### config.mk
export PLATFORM = sky130hd
export DESIGN_NAME = blit_line_accel_params
export DESIGN_NICKNAME = d
export VERILOG_FILES = /design/src/blit_params_pkg.sv /design/src/blit_line_accel_params.sv
export SDC_FILE = /design/constraint.sdc
export NUM_CORES = 1
export LEC_CHECK = 0
export BUFFER_PORTS_ARGS = -buffer_cell sky130_fd_sc_hd__buf_4
export CORE_MARGIN = 5
export CORE_UTILIZATION = 50
export DETAILED_ROUTE_END_ITERATION = 12
export PLACE_DENSITY = 0.66
export SLEW_MARGIN = 0
export SYNTH_ARGS = -nofsm -noshare
export SYNTH_HDL_FRONTEND = slang
export SYNTH_SLANG_ARGS = --single-unit
### constraint.sdc
create_clock -name mclk -period 28.7 [get_ports mclk]
set_clock_uncertainty 0.2 [all_clocks]
set_input_delay 5.74 -clock mclk [delete_from_list [all_inputs] [get_ports mclk]]
set_output_delay 5.74 -clock mclk [all_outputs]
set_load 0.01 [all_outputs]
### src/blit_params_pkg.sv
`default_nettype none
package blit_params_pkg;
  // byte addresses of the queued registers, multi-byte ones little endian
  localparam logic [7:0] ADDR_LINE_COUNT = 8'h9a;
  localparam logic [7:0] ADDR_ROUTING = 8'h9c;
  localparam logic [7:0] ADDR_BG_ROP = 8'h9e;
  localparam logic [7:0] ADDR_FG_ROP = 8'h9f;
  localparam logic [7:0] ADDR_DEST = 8'ha0;
  localparam logic [7:0] ADDR_MIX = 8'ha4;
  localparam logic [7:0] ADDR_MIX_OFF = 8'ha8;
  localparam logic [7:0] ADDR_ERROR = 8'haa;
  localparam logic [7:0] ADDR_MINOR = 8'hac;
  localparam logic [7:0] ADDR_MAJOR = 8'hae;
  // writable-bit masks; everything else is reserved
  localparam logic [15:0] MASK_12 = 16'h0fff;
  localparam logic [15:0] MASK_16 = 16'hffff;
  localparam logic [7:0] MASK_ROUTING = 8'hdb;
  localparam logic [31:0] MASK_DEST = 32'h003f_ffff;
  localparam logic [31:0] MASK_MIX = 32'h01ff_ffff;
  // routing-control field positions
  localparam int BIT_INVAL_DIS = 7;
  localparam int BIT_RESULT_ROUTE = 6;
  localparam int BIT_TRANSP = 4;
  localparam int BIT_MIX_EN = 3;
  localparam int HOST_ROUTE_HI = 1;
  localparam int HOST_ROUTE_LO = 0;
  localparam int DEST_W = 22;
  localparam int MIX_W = 25;
  localparam int CNT_W = 12;
  localparam int ERR_W = 16;
  localparam logic [7:0] ROP_NOP = 8'haa;
  localparam logic [7:0] ZERO_BYTE = 8'h00;
  localparam logic [7:0] ONES_BYTE = 8'hff;
  typedef enum logic [1:0] {
    HOST_UNUSED = 2'h0,
    HOST_SOURCE = 2'h1,
    HOST_MIX = 2'h2,
    HOST_RESVD = 2'h3
  } host_route_t;
  typedef enum logic [1:0] {
    DEPTH_1 = 2'h0,
    DEPTH_2 = 2'h1,
    DEPTH_3 = 2'h2,
    DEPTH_4 = 2'h3
  } pixel_depth_t;
endpackage
`default_nettype wire

### src/blit_line_accel_params.sv
// Function
// - line count field is lines minus one
// - routing bit 7 clear invalidates cache at end
// - routing bit 6 sends results to host
// - transparency with nop background and dest-free foreground uses mix bits as byte enables
// - mix enable: mix from host or memory
// - mix disabled, no host mix: mix is one
// - host route field: unused, source, mix, reserved
// - mix zero bytes use background rop code
// - mix one bytes use foreground rop code
// - destination field is first byte address
// - mix address is a bit address
// - line change sets mix pointer to line base plus offset+1
// - error term only seeds line engine error
// - line start loads error from queue or major
// - pixel depth decodes to one to four bytes
`timescale 1ns/100ps
`default_nettype none
module blit_line_accel_params
  import blit_params_pkg::*;
(
  input wire logic mclk,
  input wire logic rst,
  input wire logic [7:0] host_addr,
  input wire logic host_wr,
  input wire logic host_rd,
  input wire logic [7:0] host_wdata,
  output logic [7:0] host_rdata,
  output logic host_rvalid,
  input wire blit_params_pkg::pixel_depth_t pixel_depth,
  input wire logic line_op,
  input wire logic error_from_queue,
  input wire logic op_start,
  input wire logic byte_step,
  input wire logic line_step,
  input wire logic op_end,
  input wire logic [7:0] src_byte,
  input wire logic [7:0] pat_byte,
  input wire logic [7:0] dst_byte,
  input wire logic mix_bit_in,
  output logic [7:0] result_byte,
  output logic result_write_en,
  output logic result_valid,
  output logic dest_read_needed,
  output logic mix_from_host,
  output logic mix_from_memory,
  output logic host_is_source,
  output logic result_to_host,
  output logic cache_invalidate,
  output logic [11:0] lines_remaining,
  output logic last_line,
  output logic [21:0] dest_byte_ptr,
  output logic [24:0] mix_bit_ptr,
  output logic [15:0] bresenham_error,
  output logic [2:0] bytes_per_pixel
);
  import blit_params_pkg::*;

  typedef struct packed {
    // queued registers as the host sees them
    logic [15:0] line_count;
    logic [7:0] routing_control;
    logic [7:0] background_rop;
    logic [7:0] foreground_rop;
    logic [31:0] destination_address;
    logic [31:0] mix_address;
    logic [15:0] mix_line_offset;
    logic [15:0] line_error_term;
    logic [15:0] line_minor_delta;
    logic [15:0] line_major_delta;
    // host read answer
    logic [7:0] rdata;
    logic rvalid;
    // per-byte result
    logic [7:0] result;
    logic wen;
    logic rvld;
    // routing decode
    logic dest_rd;
    logic mix_host;
    logic mix_mem;
    logic host_src;
    logic to_host;
    logic inval;
    // operation state
    logic [CNT_W-1:0] lines_left;
    logic last;
    logic [DEST_W-1:0] dest_ptr;
    logic [MIX_W-1:0] mix_ptr;
    logic [MIX_W-1:0] mix_base;
    logic [ERR_W-1:0] err;
    logic [2:0] bpp;
  } state_t;

  state_t s_r;
  state_t s_nxt;

  // raster op: bit index is {pattern, source, destination}
  // one table lookup per bit lane; each code gets its own lookup and the mix bit picks one
  function automatic logic [7:0] rop_apply(input logic [7:0] code,
      input logic [7:0] p, input logic [7:0] s, input logic [7:0] d);
    logic [7:0] r;
    r = ZERO_BYTE;
    for (int i = 0; i < 8; i++) begin
      r[i] = code[{p[i], s[i], d[i]}];
    end
    return r;
  endfunction

  // a code ignores destination when odd and even table bits agree
  function automatic logic rop_uses_dest(input logic [7:0] code);
    return {code[7], code[5], code[3], code[1]} !=
           {code[6], code[4], code[2], code[0]};
  endfunction

  // byte write into a wider register, reserved bits masked off
  function automatic logic [31:0] put_byte(input logic [31:0] cur,
      input logic [1:0] lane, input logic [7:0] b, input logic [31:0] m);
    logic [31:0] v;
    v = cur;
    v[lane*8 +: 8] = b;
    return v & m;
  endfunction

  // helpers, each given a value on every pass
  host_route_t route;
  logic transp;
  logic mix_eff;
  logic [31:0] rd_word;
  logic [1:0] lane;
  logic [7:0] rd_byte;

  always_comb begin
    s_nxt = s_r;
    route = host_route_t'(s_r.routing_control[HOST_ROUTE_HI:HOST_ROUTE_LO]);
    lane = host_addr[1:0];
    rd_word = 32'h0000_0000;
    rd_byte = ZERO_BYTE;

    // register writes; only architected bits are kept
    if (host_wr) begin
      unique case ({host_addr[7:1], 1'b0})
        ADDR_LINE_COUNT: s_nxt.line_count = 16'(put_byte(
            {16'h0000, s_r.line_count}, {1'b0, host_addr[0]},
            host_wdata, {16'h0000, MASK_12}));
        ADDR_ROUTING: if (!host_addr[0]) begin
          s_nxt.routing_control = host_wdata & MASK_ROUTING;
        end
        // both rop codes share one halfword slot
        ADDR_BG_ROP: if (host_addr[0]) begin
          s_nxt.foreground_rop = host_wdata;
        end else begin
          s_nxt.background_rop = host_wdata;
        end
        ADDR_DEST, ADDR_DEST + 8'h02: s_nxt.destination_address =
            put_byte(s_r.destination_address, lane, host_wdata,
            MASK_DEST);
        ADDR_MIX, ADDR_MIX + 8'h02: s_nxt.mix_address =
            put_byte(s_r.mix_address, lane, host_wdata, MASK_MIX);
        ADDR_MIX_OFF: s_nxt.mix_line_offset = 16'(put_byte(
            {16'h0000, s_r.mix_line_offset}, {1'b0, host_addr[0]},
            host_wdata, {16'h0000, MASK_12}));
        ADDR_ERROR: s_nxt.line_error_term = 16'(put_byte(
            {16'h0000, s_r.line_error_term}, {1'b0, host_addr[0]},
            host_wdata, {16'h0000, MASK_16}));
        ADDR_MINOR: s_nxt.line_minor_delta = 16'(put_byte(
            {16'h0000, s_r.line_minor_delta}, {1'b0, host_addr[0]},
            host_wdata, {16'h0000, MASK_12}));
        ADDR_MAJOR: s_nxt.line_major_delta = 16'(put_byte(
            {16'h0000, s_r.line_major_delta}, {1'b0, host_addr[0]},
            host_wdata, {16'h0000, MASK_12}));
        default: ;
      endcase
    end

    // reads answer one cycle later; unmapped bytes read as zero
    unique case ({host_addr[7:2], 2'b00})
      // low half of this word is the x count, kept by another block
      {ADDR_LINE_COUNT[7:2], 2'b00}: rd_word = {s_r.line_count, 16'h0000};
      ADDR_ROUTING: rd_word = {s_r.foreground_rop, s_r.background_rop,
                               8'h00, s_r.routing_control};
      ADDR_DEST: rd_word = s_r.destination_address;
      ADDR_MIX: rd_word = s_r.mix_address;
      ADDR_MIX_OFF: rd_word = {s_r.line_error_term, s_r.mix_line_offset};
      ADDR_MINOR: rd_word = {s_r.line_major_delta, s_r.line_minor_delta};
      default: rd_word = 32'h0000_0000;
    endcase
    rd_byte = rd_word[lane*8 +: 8];
    s_nxt.rvalid = host_rd;
    if (host_rd) begin
      s_nxt.rdata = rd_byte;
    end

    // routing decode, held as flops for the datapath
    s_nxt.to_host = s_r.routing_control[BIT_RESULT_ROUTE];
    s_nxt.host_src = (route == HOST_SOURCE);
    s_nxt.mix_host = (route == HOST_MIX);
    s_nxt.mix_mem = s_r.routing_control[BIT_MIX_EN] &&
                    (route != HOST_MIX);
    // dest read is skipped only when no code can need it
    transp = s_r.routing_control[BIT_TRANSP] &&
             (s_r.background_rop == ROP_NOP) &&
             !rop_uses_dest(s_r.foreground_rop);
    s_nxt.dest_rd = !transp;

    // pixel depth decode
    // held in a flop so the byte counter sees a settled value
    unique case (pixel_depth)
      DEPTH_1: s_nxt.bpp = 3'h1;
      DEPTH_2: s_nxt.bpp = 3'h2;
      DEPTH_3: s_nxt.bpp = 3'h3;
      DEPTH_4: s_nxt.bpp = 3'h4;
    endcase

    // per-byte mix select; without a mix source every byte is foreground
    mix_eff = (s_nxt.mix_host || s_nxt.mix_mem) ? mix_bit_in : 1'b1;
    s_nxt.rvld = byte_step;
    if (byte_step) begin
      s_nxt.result = mix_eff ?
          rop_apply(s_r.foreground_rop, pat_byte, src_byte, dst_byte) :
          rop_apply(s_r.background_rop, pat_byte, src_byte,
                    dst_byte);
      // in transparent mode the mix bit gates the write, dst unread
      s_nxt.wen = transp ? mix_eff : 1'b1;
      s_nxt.dest_ptr = s_r.dest_ptr + 1'b1;
      s_nxt.mix_ptr = s_r.mix_ptr + 1'b1;
    end

    // line change: mix base steps by offset plus one bit
    // a step in the start cycle is dropped, start reloads the line count and pointers
    if (line_step && !op_start) begin
      // the base keeps the line start, the pointer runs per byte
      s_nxt.mix_base = s_r.mix_base + MIX_W'(s_r.mix_line_offset[CNT_W-1:0])
                       + 1'b1;
      s_nxt.mix_ptr = s_nxt.mix_base;
      // count holds at zero so a stray extra step cannot wrap
      if (s_r.lines_left != '0) begin
        s_nxt.lines_left = s_r.lines_left - 1'b1;
      end
    end
    s_nxt.last = (s_nxt.lines_left == '0);

    // operation start seeds pointers, line count and line error
    if (op_start) begin
      s_nxt.lines_left = s_r.line_count[CNT_W-1:0];
      s_nxt.last = (s_r.line_count[CNT_W-1:0] == '0);
      s_nxt.dest_ptr = s_r.destination_address[DEST_W-1:0];
      s_nxt.mix_ptr = s_r.mix_address[MIX_W-1:0];
      s_nxt.mix_base = s_r.mix_address[MIX_W-1:0];
      // block transfers never touch the error term
      if (line_op) begin
        s_nxt.err = error_from_queue ? s_r.line_error_term :
                    s_r.line_major_delta;
      end
    end

    // one-cycle invalidate strobe unless disabled
    // a pulse, so the cache side acts once per operation
    s_nxt.inval = op_end && !s_r.routing_control[BIT_INVAL_DIS];
  end

  // all state registers together
  // reset clears the queue; software reloads it before a start
  always_ff @(posedge mclk or posedge rst) begin
    if (rst) begin
      s_r <= '0;
    end else begin
      s_r <= s_nxt;
    end
  end

  // every output is a flop of the state word
  assign host_rdata = s_r.rdata;
  assign host_rvalid = s_r.rvalid;

  // per-byte result
  assign result_byte = s_r.result;
  assign result_write_en = s_r.wen;
  assign result_valid = s_r.rvld;

  // routing decode
  assign dest_read_needed = s_r.dest_rd;
  assign mix_from_host = s_r.mix_host;
  assign mix_from_memory = s_r.mix_mem;
  assign host_is_source = s_r.host_src;
  assign result_to_host = s_r.to_host;
  assign cache_invalidate = s_r.inval;

  // operation state
  assign lines_remaining = s_r.lines_left;
  assign last_line = s_r.last;
  assign dest_byte_ptr = s_r.dest_ptr;
  assign mix_bit_ptr = s_r.mix_ptr;
  assign bresenham_error = s_r.err;
  assign bytes_per_pixel = s_r.bpp;
endmodule // blit_line_accel_params
`default_nettype wire

==> out/qor.yml <==
setup_path:
  r2r_slack_ns: 25.54
  start_kind: "primary input"
  path_common_cell: "buf_4"
  cp.arrival_ns: 8.26
  worstSetupPathType: "in -> reg"
  critical_path.max_stage_delay_ns: 0.39
  crit_path_max_fanout: 66
  endpoint_kind: "register"
  worst-path-buf-inv: 3
  cpLargestDelayFamily: "buffers and inverters"
  slowest_stage: "buf_4"
  cp.required_ns: 28.93
  crit_path_cell_trace: "buf_4, buf_4, nor2_2, buf_4, nand2_1, and3_1, a221oi_1, a31oi_1, a221o_1"
floorplanning:
  core_area_mm2: 0.0298
  initial_core_util_pct: 50.9
  dieWidth_um: 184
  die-area_mm2: 0.0339
  io_pins: 157
  row_count: 63
  die_h_um: 184
synth:
  ys_seq_area_share_pct: 43.2
  synth_warnings: 0
  synth-edff-count: 0
  syn_inst: 1477
  avgSynthCellArea_um2: 10.3
  dominantRegCellSynth: "dfrtp_1"
  async_flop_share_pct: 100
  yosysUniqueCellTypes: 82
  synth_top_area_cell: "dfrtp_1"
  synth_nets: 1554
  synthDominantCellAreaShare_pct: 43.2
  ys_top_cells_by_area: "dfrtp_1 43%, mux2_2 7.9%, mux4_2 5.9%"
  syn_area_mm2: 0.0152
  yosys_register_bits: 262
clocking:
  root_buffer: "clkbuf_16"
  cts_setup_buffers: 0
  clk_latency_ns: 0.56
  cts-hold-fix-buffers: 0
  cts_tree: "yes"
  cts_resized: 0
  clock_sinks: 262
  cts.clk_slew.worst_paths_ns: 0.06
  numCtsBuffers: 29
  cts_max_path_buffers: 3
  htreeDepth: 1
detailed_routing:
  dr.pass1.iters: 6
  routed_via_density: 6.25
  routed_wl_um: 44500
  dr_total_vias: 11847
  wl_per_cell_um: 23.5
  drc_errors: 0
  detail-route-antenna-nets: 0
  drt-initial-drc-count: 1205
sta:
  finalHoldViolations: 0
  worst_slew_margin_rel_pct: 27.0
  max_freq_mhz: 125
  post-route-period-util_pct: 28.0
  final.setup.tns_ns: 0
  slew_viol_final: 0
  rsz0062_at_grt: "false"
  finalCriticalPeriod_ns: 8.03
  setup_viol: 0
  worst_pin_slew_ns: 1.09
global_routing:
  overflow: 0
  antenna_found_initial: 0
  grt_usage_pct: 26.0
  grt_pass1_wl_um: 69400
  first_global_vias: 11588
  grt_max_degree: 153
power_and_ir_drop:
  p_clk_share_pct: 41.8
  switching_share_pct: 26.8
  cellPowerDensity_mw_per_mm2: 55.0
  switchingPower_w: 0.000249
  power_frac_seq_pct: 44.6
  leakagePower_nw: 7.68
  power.internal_w: 0.000678
  total_power_w: 0.000926
  comb_power_share_pct: 13.6
  irDropWorstVdd_uv: 49.1
job:
  maxCapViolCount: 0
worst_hold_path:
  min_path_type: "reg -> reg"
finish:
  nets: 1563
  layout-drive-gt1-share_pct: 25.4
  antenna_cells: 0
  final_cell_mix: "262 x dfrtp_1, 194 x nand2_1, 166 x buf_4"
  layout_commonest_cell: "dfrtp_1"
  syn_to_final_growth_pct: 11.0
outcome:
  status: "finished clean"
place:
  portBuffers: 156
  place_congestion: 0.927
  place.detailed.hpwl_um: 31300
-- Yosys cell counts, types with 23 or more instances --
cell type / instances
clkbuf_1: 70
nand3_1: 42
ha_1: 23
xnor2_1: 30
mux2_2: 106
a21oi_1: 39
nand2_1: 194
o21ai_0: 124
and3_1: 27
mux4_2: 40
a22oi_1: 29
xor2_1: 34
nor2_1: 53
dfrtp_1: 262
buf_4: 95
-- layout make-up --
class | count | area (um2)
tap | 390 | 488
fill | 2594 | 13000
sequential | 262 | 6560
clock inverter | 8 | 123
clock buffer | 43 | 868
multi-input combinational | 1006 | 7450
inverter | 20 | 82.6
timing repair buffer | 167 | 1270
-- power by group through the flow --
stage | Clock, W | Combinational, W | Sequential (W)
after floorplan | 0 | 0.0000981 | 0.000406
after global placement | 0 | 0.000125 | 0.000418
after detailed placement | 0 | 0.000126 | 0.000419
after CTS | 0.000395 | 0.000127 | 0.000412
after global routing | 0.000410 | 0.000139 | 0.000415
final | 0.000387 | 0.000126 | 0.000413
-- per-stage QoR --
step	setup WS (ns)	utilization [%]	cell area, um2	hold WS [ns]	instances
floorplan	15.55	-	15200	0.169	1477
CTS	20.70	56.5	16800	0.256	1896
global placement	20.20	53.2	15800	0.254	1845
global route	20.46	56.5	16800	0.276	1896
detailed placement	20.12	53.2	15800	0.242	1845
finish	20.67	56.5	16800	0.259	1896
-- metal layers --
metal | part of all wire (%) | up-vias | global-route usage (%)
met2 | 44 | 540 | 38.2
met3 | 8.4 | 67 | 5.31
met5 | 0 | - | 0
li1 | - | 5330 | -
met1 | 45 | 5910 | 39.3
met4 | 2.6 | 0 | 6.98
-- cell families (layout without fill, tap and decap cells) --
| group | after synthesis | in the layout | synth area share, % |
|---|---|---|---|
| and+or+nand+nor | 424 | 424 | 13.9 |
| muxes | 160 | 160 | 14.7 |
| adders and majority gates | 24 | 24 | 2.03 |
| buffers and inverters | 209 | 238 | 7.66 |
| xor gates and xnor gates | 64 | 64 | 3.70 |
| DFF | 262 | 262 | 43.2 |
| AOI/OAI and AO/OA | 334 | 334 | 14.8 |
-- state kept, by name, indices dropped and copies added, names as in the netlist, 2 cells and up --
register	cells
route	2
host_rdata	8
s_r	155
result_byte	8
mix_bit_ptr	25
dest_byte_ptr	22
lines_remaining	12
bresenham_error	16
bytes_per_pixel	3
-- path summary, 6_finish.rpt --
| path | start | endpoint | cells after the start |
|---|---|---|---|
| setup / recovery | op_start | mix_bit_ptr[21]$_DFFE_PP0P_ | 9 |
| hold / removal | s_nxt[105]$_DFFE_PP0P_ | result_to_host$_DFF_PP0_ | 0 |
| setup reg to reg | s_r[177]$_DFFE_PP0P_ | mix_bit_ptr[10]$_DFFE_PP0P_ | 11 |
| hold reg to reg | s_nxt[105]$_DFFE_PP0P_ | result_to_host$_DFF_PP0_ | 0 |
| max in group asynchronous | rst | result_byte[1]$_DFFE_PP0P_ | 3 |
| min in group asynchronous | rst | dest_byte_ptr[11]$_DFFE_PP0P_ | 2 |
No activity file was read; power rests on OpenSTA's default activity.
